--- src/verilog/bib_pkg.sv ---
// Constants shared by the bus information block register bank
package bib_pkg;
  // Byte offsets on the AHB-Lite register bus
  localparam logic [7:0] OFF_BUS_OPTIONS = 8'h20;
  localparam logic [7:0] OFF_UID_HIGH = 8'h24;
  localparam logic [7:0] OFF_UID_LOW = 8'h28;
  localparam logic [7:0] OFF_CONTROL = 8'h2c;
  localparam logic [7:0] OFF_STATUS = 8'h30;
  // Bus options field positions
  localparam int ISC_BIT = 29;
  localparam int BMC_BIT = 28;
  localparam int PMC_BIT = 27;
  localparam int ACC_LSB = 16;
  localparam int ACC_W = 8;
  localparam int MREQ_LSB = 12;
  localparam int MREQ_W = 4;
  localparam int GEN_LSB = 6;
  localparam int GEN_W = 2;
  localparam int SPD_LSB = 0;
  localparam int SPD_W = 3;
  // Reset and fixed values
  localparam logic [3:0] MREQ_RESET = 4'ha;
  localparam logic [3:0] MREQ_MIN = 4'h8;
  localparam logic [2:0] LINK_SPEED_CODE = 3'h2;
  localparam logic [31:0] UID_RESET = 32'h00000000;
  // Control register bits
  localparam int CTL_SOFT_RESET_BIT = 0;
  localparam int CTL_ROM_CHANGED_BIT = 1;
  localparam int CTL_BUS_RESET_BIT = 2;
  // Status register bits
  localparam int STS_LOCK_BIT = 0;
  localparam int STS_ROM_PEND_BIT = 1;
  localparam int STS_LOADER_BIT = 2;
  // Loader shifts the whole 64-bit identifier, one bit per serial bit
  localparam int UID_BITS = 64;
endpackage : bib_pkg

--- src/verilog/bib_uid_loader.sv ---
// Serial loader: gathers the 64-bit identifier from the EEPROM bit stream
module bib_uid_loader #(
  parameter int UID_W = bib_pkg::UID_BITS
) (
  input wire logic hclk,
  input wire logic hresetn,
  input wire logic start,
  input wire logic bit_valid,
  input wire logic bit_data,
  output logic busy,
  output logic done,
  output logic [UID_W-1:0] uid
);
  typedef enum logic [1:0] {BIB_IDLE, BIB_SHIFT, BIB_FIN} bib_load_e;
  bib_load_e state_q, state_d;
  logic [6:0] count_q;
  logic [UID_W-1:0] shift_q;
  wire last_bit = bit_valid && (count_q == 7'(UID_W - 1));

  always_comb begin
    state_d = state_q;
    case (state_q)
      BIB_IDLE: if (start) state_d = BIB_SHIFT;
      BIB_SHIFT: if (last_bit) state_d = BIB_FIN;
      BIB_FIN: state_d = BIB_IDLE;
      default: state_d = BIB_IDLE;
    endcase
  end

  always_ff @(posedge hclk or negedge hresetn) begin
    if (!hresetn) begin
      state_q <= BIB_IDLE;
      count_q <= 7'h00;
      shift_q <= '0;
    end else begin
      state_q <= state_d;
      if (state_q == BIB_SHIFT && bit_valid) begin
        shift_q <= {shift_q[UID_W-2:0], bit_data};
        count_q <= count_q + 7'h01;
      end else if (state_q == BIB_IDLE) begin
        count_q <= 7'h00;
      end
    end
  end

  assign busy = (state_q == BIB_SHIFT);
  assign done = (state_q == BIB_FIN);
  assign uid = shift_q;
endmodule : bib_uid_loader

--- src/verilog/bib_regs.sv ---
// Bus information block register bank behind an AHB-Lite slave
module bib_regs (
  input wire logic hclk,
  input wire logic hresetn,
  input wire logic hsel,
  input wire logic [7:0] haddr,
  input wire logic [1:0] htrans,
  input wire logic hwrite,
  input wire logic [2:0] hsize,
  input wire logic [31:0] hwdata,
  input wire logic hready,
  output logic [31:0] hrdata,
  output logic hreadyout,
  output logic hresp,
  input wire logic eeprom_present,
  input wire logic eeprom_bit_valid,
  input wire logic eeprom_bit_data,
  input wire logic bus_reset_evt,
  input wire logic link_on_bit,
  input wire logic [15:0] rx_block_len,
  input wire logic rx_block_write,
  output logic ack_type_error,
  output logic [63:0] unique_id,
  output logic uid_locked
);
  // Bus interface
  logic wr_pend_q;
  logic [7:0] addr_q;
  logic [31:0] rdata_q;
  wire access = hsel && hready && htrans[1];
  wire wr_now = wr_pend_q;
  wire rd_now = access && !hwrite;
  wire wr_opts = wr_now && (addr_q == bib_pkg::OFF_BUS_OPTIONS);
  wire wr_uhi = wr_now && (addr_q == bib_pkg::OFF_UID_HIGH);
  wire wr_ulo = wr_now && (addr_q == bib_pkg::OFF_UID_LOW);
  wire wr_ctl = wr_now && (addr_q == bib_pkg::OFF_CONTROL);

  // Register state
  logic isc_q, bmc_q, pmc_q;
  logic [7:0] acc_q;
  logic [3:0] mreq_q;
  logic [1:0] gen_q;
  logic [31:0] uid_hi_q, uid_lo_q;
  logic lock_q, hi_set_q, lo_set_q;
  logic rom_pend_q;
  logic load_started_q;
  logic ack_err_q;

  wire soft_reset = wr_ctl && hwdata[bib_pkg::CTL_SOFT_RESET_BIT];
  wire rom_changed = wr_ctl && hwdata[bib_pkg::CTL_ROM_CHANGED_BIT];
  wire sw_bus_reset = wr_ctl && hwdata[bib_pkg::CTL_BUS_RESET_BIT];
  wire bus_reset = bus_reset_evt || sw_bus_reset;

  // EEPROM loader
  logic ld_busy, ld_done;
  logic [63:0] ld_uid;
  wire ld_start = eeprom_present && !load_started_q && !lock_q;
  bib_uid_loader #(.UID_W(64)) u_loader (
    .hclk(hclk),
    .hresetn(hresetn),
    .start(ld_start),
    .bit_valid(eeprom_bit_valid),
    .bit_data(eeprom_bit_data),
    .busy(ld_busy),
    .done(ld_done),
    .uid(ld_uid)
  );

  // Firmware may write each quadlet once when no EEPROM is present
  wire fw_hi = wr_uhi && !lock_q && !eeprom_present && !hi_set_q;
  wire fw_lo = wr_ulo && !lock_q && !eeprom_present && !lo_set_q;
  wire fw_done = (hi_set_q || fw_hi) && (lo_set_q || fw_lo);
  wire lock_set = ld_done || (fw_done && !lock_q && !eeprom_present);

  // Max request writes below 512 bytes are refused
  wire mreq_ok = hwdata[bib_pkg::MREQ_LSB +: bib_pkg::MREQ_W] >= bib_pkg::MREQ_MIN;

  // Largest block request in bytes
  // Code plus one is taken at five bits so that code Fh gives 64 KiB, not 1 byte
  wire [4:0] mreq_exp = {1'b0, mreq_q} + 5'h01;
  wire [16:0] max_bytes = 17'h00001 << mreq_exp;
  wire oversize = rx_block_write && ({1'b0, rx_block_len} > max_bytes);

  wire [31:0] opts_word = {2'b00, isc_q, bmc_q, pmc_q, 3'b000, acc_q, mreq_q, 4'h0,
                           gen_q, 3'b000, bib_pkg::LINK_SPEED_CODE};
  wire [31:0] ctl_word = {31'h0, 1'b0};
  wire [31:0] sts_word = {29'h0, ld_busy, rom_pend_q, lock_q};

  function automatic logic [31:0] read_mux(input logic [7:0] a, input logic [31:0] opt,
                                           input logic [31:0] hi, input logic [31:0] lo,
                                           input logic [31:0] ctl, input logic [31:0] sts);
    case (a)
      bib_pkg::OFF_BUS_OPTIONS: read_mux = opt;
      bib_pkg::OFF_UID_HIGH: read_mux = hi;
      bib_pkg::OFF_UID_LOW: read_mux = lo;
      bib_pkg::OFF_CONTROL: read_mux = ctl;
      bib_pkg::OFF_STATUS: read_mux = sts;
      default: read_mux = 32'h00000000;
    endcase
  endfunction

  wire [31:0] rd_value = read_mux(haddr, opts_word, uid_hi_q, uid_lo_q, ctl_word, sts_word);

  // AHB address and data phase
  always_ff @(posedge hclk or negedge hresetn) begin
    if (!hresetn) begin
      wr_pend_q <= 1'b0;
      addr_q <= 8'h00;
      rdata_q <= 32'h00000000;
    end else begin
      wr_pend_q <= access && hwrite;
      if (access) begin
        addr_q <= haddr;
      end
      if (rd_now) begin
        rdata_q <= rd_value;
      end
    end
  end

  // Bus management fields: cleared by hard or soft reset
  always_ff @(posedge hclk or negedge hresetn) begin
    if (!hresetn) begin
      isc_q <= 1'b0;
      bmc_q <= 1'b0;
      pmc_q <= 1'b0;
      acc_q <= 8'h00;
      gen_q <= 2'h0;
    end else if (soft_reset) begin
      isc_q <= 1'b0;
      bmc_q <= 1'b0;
      pmc_q <= 1'b0;
      acc_q <= 8'h00;
      gen_q <= 2'h0;
    end else begin
      if (wr_opts) begin
        isc_q <= hwdata[bib_pkg::ISC_BIT];
        bmc_q <= hwdata[bib_pkg::BMC_BIT];
        pmc_q <= hwdata[bib_pkg::PMC_BIT];
        acc_q <= hwdata[bib_pkg::ACC_LSB +: bib_pkg::ACC_W];
      end
      if (bus_reset && (rom_pend_q || rom_changed)) begin
        gen_q <= gen_q + 2'h1;
      end else if (wr_opts) begin
        gen_q <= hwdata[bib_pkg::GEN_LSB +: bib_pkg::GEN_W];
      end
    end
  end

  // Max request survives soft reset
  always_ff @(posedge hclk or negedge hresetn) begin
    if (!hresetn) begin
      mreq_q <= bib_pkg::MREQ_RESET;
    end else if (wr_opts && mreq_ok) begin
      mreq_q <= hwdata[bib_pkg::MREQ_LSB +: bib_pkg::MREQ_W];
    end
  end

  // Pending ROM change: a new change wins over the bus reset that consumes it
  always_ff @(posedge hclk or negedge hresetn) begin
    if (!hresetn) begin
      rom_pend_q <= 1'b0;
    end else if (rom_changed) begin
      rom_pend_q <= 1'b1;
    end else if (bus_reset || soft_reset) begin
      rom_pend_q <= 1'b0;
    end
  end

  // Identifier storage: hard reset only, never soft reset
  always_ff @(posedge hclk or negedge hresetn) begin
    if (!hresetn) begin
      uid_hi_q <= bib_pkg::UID_RESET;
      uid_lo_q <= bib_pkg::UID_RESET;
      hi_set_q <= 1'b0;
      lo_set_q <= 1'b0;
      lock_q <= 1'b0;
      load_started_q <= 1'b0;
    end else begin
      if (ld_start) begin
        load_started_q <= 1'b1;
      end
      if (ld_done && !lock_q) begin
        uid_hi_q <= ld_uid[63:32];
        uid_lo_q <= ld_uid[31:0];
      end else begin
        if (fw_hi) begin
          uid_hi_q <= hwdata;
          hi_set_q <= 1'b1;
        end
        if (fw_lo) begin
          uid_lo_q <= hwdata;
          lo_set_q <= 1'b1;
        end
      end
      if (lock_set) begin
        lock_q <= 1'b1;
      end
    end
  end

  // Acknowledge error for oversized block writes
  always_ff @(posedge hclk or negedge hresetn) begin
    if (!hresetn) begin
      ack_err_q <= 1'b0;
    end else begin
      ack_err_q <= oversize;
    end
  end

  assign hrdata = rdata_q;
  assign hreadyout = 1'b1;
  assign hresp = 1'b0;
  assign ack_type_error = ack_err_q;
  assign unique_id = {uid_hi_q, uid_lo_q};
  assign uid_locked = lock_q;

  // Software must keep fields valid while the link is on; the block only guards max request
  wire link_guard_unused = link_on_bit;

  // Checks
  a_lock_sticky: assert property (@(posedge hclk) disable iff (!hresetn)
    lock_q |=> lock_q) else $error("identifier lock dropped");
  a_uid_frozen: assert property (@(posedge hclk) disable iff (!hresetn)
    lock_q |=> $stable(uid_hi_q) && $stable(uid_lo_q)) else $error("uid changed when locked");
  a_fw_refused: assert property (@(posedge hclk) disable iff (!hresetn)
    (wr_uhi && lock_q) |=> $stable(uid_hi_q)) else $error("locked uid write took effect");
  a_mreq_floor: assert property (@(posedge hclk) disable iff (!hresetn)
    mreq_q >= bib_pkg::MREQ_MIN) else $error("max request below 512 bytes");
  a_mreq_softrst: assert property (@(posedge hclk) disable iff (!hresetn)
    (soft_reset && !wr_opts) |=> $stable(mreq_q)) else $error("soft reset touched max request");
  a_gen_step: assert property (@(posedge hclk) disable iff (!hresetn)
    (bus_reset && rom_pend_q && !soft_reset) |=> gen_q == $past(gen_q) + 2'h1)
    else $error("generation not stepped");
  a_rsvd_zero: assert property (@(posedge hclk) disable iff (!hresetn)
    opts_word[26:24] == 3'h0 && opts_word[11:8] == 4'h0 && opts_word[5:3] == 3'h0)
    else $error("reserved bits nonzero");
  a_speed_code: assert property (@(posedge hclk) disable iff (!hresetn)
    (rd_now && haddr == bib_pkg::OFF_BUS_OPTIONS) |=> hrdata[2:0] == 3'h2)
    else $error("link speed wrong");
  a_isc_write: assert property (@(posedge hclk) disable iff (!hresetn)
    (wr_opts && !soft_reset) |=> isc_q == $past(hwdata[29]) && pmc_q == $past(hwdata[27]))
    else $error("flag write lost");
  a_ack_err: assert property (@(posedge hclk) disable iff (!hresetn)
    oversize |=> ack_type_error) else $error("oversize not flagged");
  c_eeprom_load: cover property (@(posedge hclk) disable iff (!hresetn) ld_done ##1 lock_q);
  c_fw_load: cover property (@(posedge hclk) disable iff (!hresetn) fw_hi ##[1:20] fw_lo);
  c_gen_step: cover property (@(posedge hclk) disable iff (!hresetn) rom_changed ##[1:20] bus_reset);
  c_oversize: cover property (@(posedge hclk) disable iff (!hresetn) oversize ##1 ack_type_error);
  c_soft_locked: cover property (@(posedge hclk) disable iff (!hresetn) soft_reset && lock_q);

  // Identifier storage checks
  a_lo_refused: assert property (@(posedge hclk) disable iff (!hresetn)
    (wr_ulo && lock_q) |=> $stable(uid_lo_q))
    else $error("locked low quadlet write took effect");

  a_fw_once_hi: assert property (@(posedge hclk) disable iff (!hresetn)
    (wr_uhi && hi_set_q && !ld_done) |=> $stable(uid_hi_q))
    else $error("second high quadlet write took effect");

  a_present_refuse: assert property (@(posedge hclk) disable iff (!hresetn)
    (wr_uhi && eeprom_present && !ld_done) |=> $stable(uid_hi_q))
    else $error("firmware write with eeprom took effect");

  a_uid_softrst: assert property (@(posedge hclk) disable iff (!hresetn)
    (soft_reset && !ld_done) |=> $stable(uid_hi_q) && $stable(uid_lo_q))
    else $error("soft reset touched identifier");

  a_lock_fw: assert property (@(posedge hclk) disable iff (!hresetn)
    (fw_done && !lock_q && !eeprom_present) |=> lock_q)
    else $error("firmware load did not lock");

  a_lock_eeprom: assert property (@(posedge hclk) disable iff (!hresetn)
    (ld_done && !lock_q) |=> lock_q && unique_id == $past(ld_uid))
    else $error("eeprom load did not land and lock");

  a_rdata_uid: assert property (@(posedge hclk) disable iff (!hresetn)
    (rd_now && haddr == bib_pkg::OFF_UID_HIGH) |=> hrdata == $past(uid_hi_q))
    else $error("high quadlet read wrong");

  // Bus options checks
  a_mreq_hold: assert property (@(posedge hclk) disable iff (!hresetn)
    !wr_opts |=> $stable(mreq_q))
    else $error("max request changed without write");

  a_mreq_low_drop: assert property (@(posedge hclk) disable iff (!hresetn)
    (wr_opts && !mreq_ok) |=> $stable(mreq_q))
    else $error("max request took a code below 512 bytes");

  a_soft_clear: assert property (@(posedge hclk) disable iff (!hresetn)
    soft_reset |=> !isc_q && !bmc_q && !pmc_q && acc_q == 8'h00)
    else $error("soft reset left a flag set");

  a_acc_write: assert property (@(posedge hclk) disable iff (!hresetn)
    (wr_opts && !soft_reset) |=> acc_q == $past(hwdata[23:16]))
    else $error("accuracy write lost");

  a_bmc_write: assert property (@(posedge hclk) disable iff (!hresetn)
    (wr_opts && !soft_reset) |=> bmc_q == $past(hwdata[28]))
    else $error("bus manager flag write lost");

  a_rom_pend_set: assert property (@(posedge hclk) disable iff (!hresetn)
    rom_changed |=> rom_pend_q)
    else $error("rom change not held pending");

  a_gen_hold: assert property (@(posedge hclk) disable iff (!hresetn)
    (!bus_reset && !wr_opts && !soft_reset) |=> $stable(gen_q))
    else $error("generation moved without cause");

  a_rdata_rsvd: assert property (@(posedge hclk) disable iff (!hresetn)
    (rd_now && haddr == bib_pkg::OFF_BUS_OPTIONS) |=>
      hrdata[26:24] == 3'h0 && hrdata[11:8] == 4'h0 && hrdata[5:3] == 3'h0)
    else $error("reserved bits read nonzero");

  // Bus side checks
  a_ack_quiet: assert property (@(posedge hclk) disable iff (!hresetn)
    !oversize |=> !ack_type_error)
    else $error("type error without oversize block");

  a_rd_hold: assert property (@(posedge hclk) disable iff (!hresetn)
    !rd_now |=> $stable(hrdata))
    else $error("read data changed outside a read");

  a_wr_phase: assert property (@(posedge hclk) disable iff (!hresetn)
    (access && hwrite) |=> wr_pend_q)
    else $error("write data phase not entered");
endmodule : bib_regs

--- config.mk ---
export PLATFORM = sky130hd
export DESIGN_NAME = bib_regs
export DESIGN_NICKNAME = d
export VERILOG_FILES = /design/src/verilog/bib_pkg.sv /design/src/verilog/bib_uid_loader.sv /design/src/verilog/bib_regs.sv
export SDC_FILE = /design/constraint.sdc
export NUM_CORES = 1
export LEC_CHECK = 0
export ABC_CLOCK_PERIOD_IN_PS = 3200
export BUFFER_PORTS_ARGS = -buffer_cell sky130_fd_sc_hd__buf_2
export CELL_PAD_IN_SITES_DETAIL_PLACEMENT = 1
export CELL_PAD_IN_SITES_GLOBAL_PLACEMENT = 2
export CORE_MARGIN = 4
export CORE_UTILIZATION = 36
export CTS_BUF_LIST = sky130_fd_sc_hd__clkbuf_16
export DETAILED_ROUTE_END_ITERATION = 8
export PLACE_DENSITY_LB_ADDON = 0.1
export SLEW_MARGIN = 25
export SYNTH_ARGS = -nofsm -noshare
export SYNTH_HDL_FRONTEND = slang
export SYNTH_SLANG_ARGS = --single-unit
--- constraint.sdc ---
create_clock -name hclk -period 3.2 [get_ports hclk]
set_clock_uncertainty 0.2 [all_clocks]
set_input_delay 0.64 -clock hclk [delete_from_list [all_inputs] [get_ports hclk]]
set_output_delay 0.64 -clock hclk [all_outputs]
set_load 0.02 [all_outputs]
======== After elaboration in Yosys (flattened, before gate mapping) ========
Index checks and enable logic that the tools add are counted.
Widths: inputs -> output; s select.
storage, ports and cells
  bits in registers ....................... 201
  output and inout port bits .............. 100
  logic and storage cells ................. 113
cells by class
  multiplexer cells ....................... 23
  order comparisons ....................... 2
  bitwise logic cells ..................... 1
  reduce and logical (&&, ||, !) cells .... 50
  shift operators ......................... 1
  eq/ne operators ......................... 13
  $add $sub $neg .......................... 3
operators by type and width
  cell                  number
  $mux 32               4
  $pmux 32 s4           1
  $eq 8x6->1 const B    8
  $logic_and 1x1->1     28
  $gt 16x17->1          1
  $shl 1x5->17 const A  1
  $mux 8                2
  $mux 7                2
  $mux 2                5
  $reduce_bool 2->1     5
  $mux 1                8
  $add 7x1->7 const B   1
  $eq 7x6->1 const B    1
  $logic_not 1->1       6
  $logic_or 1x1->1      6
  $reduce_and 2->1      3
  $add 4x1->5 const B   1
  $ge 4x4->1 const B    1
  $pmux 2 s2            1
  $reduce_bool 3->1     1
  $add 2x1->2 const B   1
  $eq 2x1->1 const B    1
  $eq 2x2->1 const B    1
  $logic_not 2->1       1
  3 further kinds       3

======== Depth between registers and ports, before layout ========
Gate-level depths: netlist of the first run.
  depth after elaboration ................. 10
  mapped depth ............................ 9
  mapped depth without buffers ............ 8

======== Cells and area by module ========
A second synthesis of the first run with hierarchy kept.
second synthesis, totals
  cell total of the unflattened synthesis .. 992
  area total of the unflattened synthesis .. 9177.6 um^2
modules (own cells, without submodules)
  module          cells an instance  area an instance (um^2)  instances
  bib_regs        674                6292.3                   1
  bib_uid_loader  318                2885.3                   1

======== Worst setup path after synthesis of the first run ========
No wires, ideal clock.
  kind .................................... register to register
  start ................................... reg mreq_q[1]
  end ..................................... reg ack_err_q, in the netlist ack_type_error
  data required time ...................... 2874 ps
  clock period less this slack ............ 2405 ps
  stages on the path, launching flop included .. 9
  arrival ................................. 2079 ps
  setup slack ............................. 795 ps
  path buffers ............................ 1
  cell sequence ........................... dfstp_2 > clkbuf_1 > nor2b_1 > nand3_1 > ha_1 > and4_1 > a221o_1 > o21ai_0 > a21oi_1
on the way
  word-level cells in the longest chain between the ends .. 4
RTL lines
  item                    RTL line         RTL
  start, declared         bib_regs.sv:41   logic [3:0] mreq_q;
  start signal, assigned  bib_regs.sv:153  mreq_q <= bib_pkg::MREQ_RESET;
  start signal, assigned  bib_regs.sv:155  mreq_q <= hwdata[bib_pkg::MREQ_LSB +: bib_pkg::MREQ_W];
  $add 4x1->5             bib_regs.sv:80   wire [4:0] mreq_exp = {1'b0, mreq_q} + 5'h01;
  $shl 1x5->17            bib_regs.sv:81   wire [16:0] max_bytes = 17'h00001 << mreq_exp;
  $gt 16x17->1            bib_regs.sv:82   wire oversize = rx_block_write && ({1'b0, rx_block_len} > max_bytes);
  $logic_and 1x1->1       bib_regs.sv:82
  via oversize            bib_regs.sv:82
  end signal, assigned    bib_regs.sv:207  ack_err_q <= oversize;
  end, declared           bib_regs.sv:47   logic ack_err_q;
The timed path passes the listed nets, and every way through them passes these cells.
A chain may end at the register's enable or synchronous reset.

======== Final worst setup path of the first run ========
  start ................................... reg addr_q[1]
  end ..................................... reg uid_hi_q[1]
on the way
  word-level cells in the longest chain between the ends .. 6
RTL lines
  item                             RTL line         RTL
  start, declared                  bib_regs.sv:28   logic [7:0] addr_q;
  start signal, assigned           bib_regs.sv:113  addr_q <= haddr;
  $eq 8x6->1                       bib_regs.sv:34   wire wr_uhi = wr_now && (addr_q == bib_pkg::OFF_UID_HIGH);
  $logic_and 1x1->1                bib_regs.sv:34
  $logic_and 1x1->1 (3 in series)  bib_regs.sv:70   wire fw_hi = wr_uhi && !lock_q && !eeprom_present && !hi_set_q;
  $reduce_bool 2->1 (no line)      --
  end signal, assigned             bib_regs.sv:173  uid_hi_q <= bib_pkg::UID_RESET;
  end signal, assigned             bib_regs.sv:184  uid_hi_q <= ld_uid[63:32];
  end signal, assigned             bib_regs.sv:188  uid_hi_q <= hwdata;
  end, declared                    bib_regs.sv:43   logic [31:0] uid_hi_q, uid_lo_q;
No other way between the ends.

==> metrics.md, run 1 <==
| Metric | Value |
|---|---|
| Avg Inst Size Synth | 11.28 sq um |
| Post-CTS setup buffer count | 0 |
| Crit. End Element | register |
| H-tree Lvls | 1 |
| Post-route ant nets | 0 |
| CP endpoint | uid_hi_q[1] |
| Synth-to-Final Area Change | 22.64% |
| CTS Buf Count | 24 |
| Vias/cell | 5.264 |
| Max Root-Sink Buffers | 3 |
| Initial antenna violation count | 1 |
| Die ar. | 0.02832 sq mm |
| Slew margin rel. | 46.22% |
| First-pass GRT wire length | 42.86 mm |
| Most common cell in the synthesized netlist | dfrtp_1 |
| Design Area, Final | 0.01134 sq mm |
| Number of DRC markers in iteration 0 | 390 |
| Routability-driven placement congestion ratio | 0.7961 |
| Status | finished, final reports clean |
| Commonest cells in the netlist | 199 x dfrtp_1, 108 x nand2_1, 77 x mux2i_1 |
| Initial core utilization | 36.62% |
| Final slew viol count | 0 |
| Crit. Startpoint | addr_q[1] |
| Hold_buf cts | 1 |
| Clock Latency Late Sink | 0.51 ns |
| Die width | 168.3 um |
| YS warnings | 0 |
| Synthesized cell area | 0.009248 sq mm |
| Fmax | 0.4004 GHz |
| Fin Setup TNS | 0 ns |
| Num ports | 172 |
| EDFF count, synth | 0 |
| Async SR Flop Fraction | 100.0% |
| Period utilization | 78.05% |
| Total GRT Usage | 18.58% |
| Post-Route WL | 26.57 mm |
| Vert. Die Dim | 168.3 um |
| Worst IR Drop VDD | 0.0003274 V |
| Main synth FF type | dfrtp_1 |
| Sequential share of the synthesized area | 54.42% |
| Layout cell share with drive strength beyond 1 | 31.49% |
| Post-DP HPWL | 18.10 mm |
| FF-to-FF path depth | 5 |
| FF+latch count, synth | 201 |
| Hold Fails Final Rpt | 0 |
| Ranking of synthesized cells by area | dfrtp_1 54%, mux2_2 9.1%, mux2i_1 8.3% |
| Remaining DRCs | 0 |
| Critical path class | reg -> reg |
| Largest net degree at the start of global routing | 129 |
| # nets final | 1,065 |
| Vias | 6,970 |
| Vias in the first global route | 7,586 |
| Pwr dens | 538.4 mW/mm^2 |
| Static Leak | 0.004776 uW |
| Crit-path max FO | 22 |
| Netlist cell types | 53 |
| Post-DP Area | 0.01046 sq mm |
| Row count | 58 |
| Fill cell count | 2,778 |
| Reg2reg setup slack | 0.70 ns |
| WL per Instance | 20.07 um |
| Area leader, netlist | dfrtp_1 |
| Core area | 0.02525 sq mm |
| Startpoint class of the critical path | register |
| Drt first pass iters | 4 |
| Hold Path Class | in -> reg |
| Antenna Diode Count | 0 |
| Crit Reg-Reg Startpoint | addr_q[1] |
| Min cycle time layout | 2.498 ns |
| # port buffers | 164 |
| Sink Count | 201 |
| Setup-failing EPs final | 0 |
| RR Endpoint | uid_hi_q[1] |
| Max-Cap Viols | 0 |
| Crit path DAT | 2.66 ns |
| Mapped Cells | 820 |
| Setup repair after global routing missed its margin | no |
| Min Hold Slack | 0.1669 ns |
| Clock slew seen by the registers of the worst setup and hold paths | 0.06 ns |
| CTS Root Cell | clkbuf_16 |
| Overall power | 6105 uW |
| Area share of the leading cell type in the synthesized netlist | 53.85% |
| Gr ovfl total | 0 |
| WP data required | 3.36 ns |
| Worst Max-Slew Pin Slew | 0.7954 ns |
| Post-cts gate resize count | 0 |
| CTS tree | done |
==> stage by stage <==
stage	std cells	utilization, %	setup WS [ns]
detailed placement	1279	41.42	0.3826
floorplan	821	-	0.7954
global placement	1279	41.42	0.4366
finish	1324	44.91	0.7022
CTS	1324	44.91	0.6816
global route	1324	44.91	0.5666
==> power breakdown <==
part	total [uW]	leakage, uW	internal [uW]	switching, uW
sequential	2770	0.00241	2670	106
combinational	361	0.00194	176	185
clock	2970	0.000426	1900	1080
total	6110	0.00478	4740	1370
==> logic make-up (layout without fill, tap and decap cells) <==
| family | after synthesis | in the layout | share of synthesized area (%) |
|---|---|---|---|
| and+or+nand+nor | 193 | 193 | 9.904 |
| DFF | 201 | 201 | 54.42 |
| AOI/OAI and AO/OA | 190 | 190 | 12.39 |
| buffers and inverters | 65 | 238 | 3.437 |
| muxes | 152 | 152 | 17.47 |
| other | 2 | 3 | 0.08121 |
| adders and majority gates | 17 | 17 | 2.300 |
==> metal layers <==
layer,vias up,routed length [um],track usage [%]
met4,2,299,3.246
met1,3530,11780,25.17
met3,29,1358,3.287
met5,-,13,0
li1,3254,-,-
met2,155,13120,31.78
==> sequential cells by signal (all words and copies together) (netlist names) <==
name and flops:
gen_q 2, uid_hi_q 32, mreq_q 4, lo_set_q 1, addr_q 8, rom_pend_q 1, u_loader.count_q 7, u_loader.state_q 2
uid_locked 1, uid_lo_q 32, wr_now 1, hi_set_q 1, bmc_q 1, pmc_q 1, hrdata 32, acc_q 8
load_started_q 1, isc_q 1, ack_type_error 1, u_loader.uid 64
==> critical path, stage by stage, from the launching register on <==
cell and delay (ns):
dfrtp_1 0.41, or4bb_1 0.64, nor4b_4 0.29, buf_4 0.46, mux2i_1 0.25, o21ai_0 0.10
==> how the worst min path moves through the flow <==
stage / start / to / slack, ns / cells after the start
floorplan: hresetn / acc_q[0] / 0.14 / 0
global placement: load_started_q / load_started_q / 0.25 / 1
detailed placement: load_started_q / load_started_q / 0.26 / 1
CTS: rx_block_write / ack_type_error / 0.14 / 3
global route: rx_block_write / ack_type_error / 0.15 / 3
finish: rx_block_write / ack_type_error / 0.17 / 3
==> cell usage in the layout (no fill, tap or decap), types with 3 or more instances in the layout <==
master / count
a21oi_1: 14
a22o_1: 5
a22oi_1: 48
and3_1: 3
buf_12: 6
buf_2: 163
buf_4: 14
bufinv_16: 6
clkbuf_16: 25
clkinv_1: 4
clkinv_2: 4
clkinvlp_4: 3
conb_1: 3
dfrtp_1: 199
ha_1: 17
inv_1: 11
mux2_2: 75
mux2i_1: 77
nand2_1: 107
nand2b_1: 7
nand3_1: 11
nand4_1: 4
nor2_1: 23
nor2b_1: 6
nor3_1: 9
o211ai_1: 3
o21ai_0: 36
o21ai_1: 68
==> area by class of cell <==
type / instances / area, sq um / share of cell area [%]
Sequential cell: 201 / 5032 / 44.37
Multi-Input combinational cell: 555 / 3926 / 34.62
Timing Repair Buffer: 185 / 1065 / 9.389
Clock buffer: 25 / 625.6 / 5.516
Tap cell: 330 / 412.9 / 3.641
Clock inverter: 19 / 245.2 / 2.162
Inverter: 9 / 33.78 / 0.2979
No activity file was read; power rests on OpenSTA's default activity.
==> inputs of run 2 (changes only) <==
Settings changed: ABC_CLOCK_PERIOD_IN_PS 3200 to 2100, CORE_UTILIZATION 36 to 33.
Clock period 3.2 ns to 2.1 ns, I/O delays scaled along.
==> run 2 against run 1 <==
The run now ends with negative setup slack left. Sequential share of layout area shrank 3.9 points. Combinational power up 87%. Via count up 3.2%. First-iteration DRC count decreased by 41%. Routed wire length is 3.5% higher. Worst hold slack worse by 0.15 ns. Sequential cell count unchanged. Highest routed layer unchanged.
==> metrics.md, run 2 (synthesized netlist as in run 1, its figures left out) <==
| Metric | Value |
|---|---|
| Crit-path max FO | 6 |
| Worst IR Drop VDD | 0.0004173 V |
| Pwr dens | 746.9 mW/mm^2 |
| Crit. End Element | register |
| Critical path class | reg -> reg |
| Area occupied by multi-input gates | 0.004103 sq mm |
| Die width | 175.4 um |
| Max Root-Sink Buffers | 3 |
| Status | finished, violations left |
| Register share of total power | 45.4% |
| Vias | 7,196 |
| Static Leak | 0.005309 uW |
| Clock slew seen by the registers of the worst setup and hold paths | 0.06 ns |
| # nets final | 1,141 |
| Clock Latency Late Sink | 0.50 ns |
| Antenna Diode Count | 0 |
| Largest net degree at the start of global routing | 65 |
| Num ports | 172 |
| Hold Path Class | in -> reg |
| Vias/cell | 4.973 |
| Hold Crit Depth | 3 |
| Die ar. | 0.03077 sq mm |
| CTS Root Cell | clkbuf_16 |
| Startpoint class of the critical path | register |
| Row count | 61 |
| Min cycle time layout | 2.286 ns |
| Overall power | 9282 uW |
| Number of flip-flops in the largest register | 64 |
| Clock network power share | 47.4% |
| FF-to-FF path depth | 6 |
| Drt first pass iters | 4 |
| Core area | 0.02771 sq mm |
| Gr ovfl total | 0 |
| Fmax | 0.4375 GHz |
| Final slew viol count | 0 |
| Commonest non-fill, non-tap cell in the layout | dfrtp_1 |
| CTS Buf Count | 24 |
| Net load switching power | 2111 uW |
| Min Hold Slack | 0.01655 ns |
| Post-route ant nets | 0 |
| Total GRT Usage | 17.39% |
| Internal power | 7171 uW |
| Sink Count | 201 |
| H-tree Lvls | 1 |
| Number of DRC markers in iteration 0 | 230 |
| Max-Cap Viols | 0 |
| Fill cell count | 3,039 |
| Remaining DRCs | 0 |
| Setup repair after global routing missed its margin | yes |
| Crit path DAT | 2.47 ns |
| Failing checks | negative setup slack |
| Hold Fails Final Rpt | 0 |
| Synth-to-Final Area Change | 34.38% |
| Post-Route WL | 27.51 mm |
| CTS tree | done |
| Initial antenna violation count | 1 |
| Vert. Die Dim | 175.4 um |
| Register area | 0.005034 sq mm |
| Layout cell share with drive strength beyond 1 | 38.07% |
| Period utilization | 108.8% |
| Routability-driven placement congestion ratio | 0.7755 |
| Switch share | 22.75% |
| Post-DP HPWL | 18.74 mm |
| Vias in the first global route | 7,670 |
| Most frequent cells in the layout | 198 x dfrtp_1, 163 x buf_2, 106 x nand2_1 |
| WL per Instance | 19.01 um |
| First-pass GRT wire length | 43.43 mm |
| WP data required | 2.28 ns |
| Initial core utilization | 33.38% |
| Setup WS post-layout | -0.1858 ns |
| Setup-failing EPs final | 83 |
| Combinational power share | 7.3% |
| # port buffers | 164 |
-- run 2: cell types whose count changed in the layout (fill, tap and decap cells not counted), moves of 3 or more --
| cell | delta |
|---|---|
| mux2i_1 | -11 |
| mux2i_2 | +9 |
| buf_12 | +16 |
| inv_1 | +3 |
| buf_4 | +40 |
| o21ai_0 | -6 |
| o21ai_1 | +5 |
| buf_6 | +7 |
| dlygate4sd3_1 | +9 |
| nor3_1 | -3 |
-- run 2: area by class of cell --
cell class	count	share of cell area, %
Sequential cell	201	40.51
Multi-Input combinational cell	555	33.01
Timing Repair Buffer	261	15.67
Clock buffer	25	5.034
Clock inverter	18	1.702
Inverter	9	0.2718
Tap cell	378	3.806
-- run 2: layer usage --
metal,global-route usage [%],share of wire (%)
met5,0,0.044
met2,28.70,48
met3,2.906,4.1
met4,3.502,1.6
met1,24.39,47
-- run 2: metrics by stage --
stage	util [%]	std cells	worst slack, ns	area, sq um	setup TNS, ns
final	44.85	1447	-0.1858	12430	-10.32
after global routing	44.85	1447	-0.2700	12430	-17.52
after CTS	44.10	1441	-0.1640	12220	-10.01
after detailed placement	40.19	1383	-0.1930	11140	-14.39
after global placement	40.19	1383	-0.1622	11140	-12.08
after floorplan	-	821	-0.1670	9276	-7.363
-- run 2: path summary, 6_finish.rpt --
path                                            end  slack, ns        from
worst max-delay path                   uid_hi_q[12]      -0.19   addr_q[0]
worst min register to register           hrdata[10]       0.27  hrdata[10]
worst min-delay path                   uid_hi_q[30]       0.02  hwdata[30]
max in group asynchronous                 mreq_q[3]       0.84     hresetn
worst max register to register         uid_hi_q[12]      -0.19   addr_q[0]
min in group asynchronous       u_loader.count_q[0]       0.21     hresetn
-- run 2: power by group through the flow --
stage	clock [uW]	sequential [uW]	combinational, uW
CTS	4520	4210	674
global placement	0	4280	626
finish	4400	4210	676
global route	4690	4240	756
floorplan	0	4220	327
detailed placement	0	4280	635
-- run 2: what timing repair did --
| action | 4_1_cts | 5_1_grt |
|---|---|---|
| hold buffers | 10 | 0 |
| buffers inserted | 4 | 4 |
| endpoints found under the hold margin | 114 | 0 |
| resized for setup | 24 | 29 |
| endpoints found under the setup margin | 83 | 82 |
| pin swaps | 9 | 22 |
| cloned | 1 | 2 |
-- run 2: worst max-delay path, cell delays in order (launching register included) --
cell and delay, ns:
dfrtp_1 0.40, or4bb_4 0.57, nor4b_4 0.34, buf_6 0.19
buf_12 0.15, mux2i_2 0.22, o21ai_1 0.09
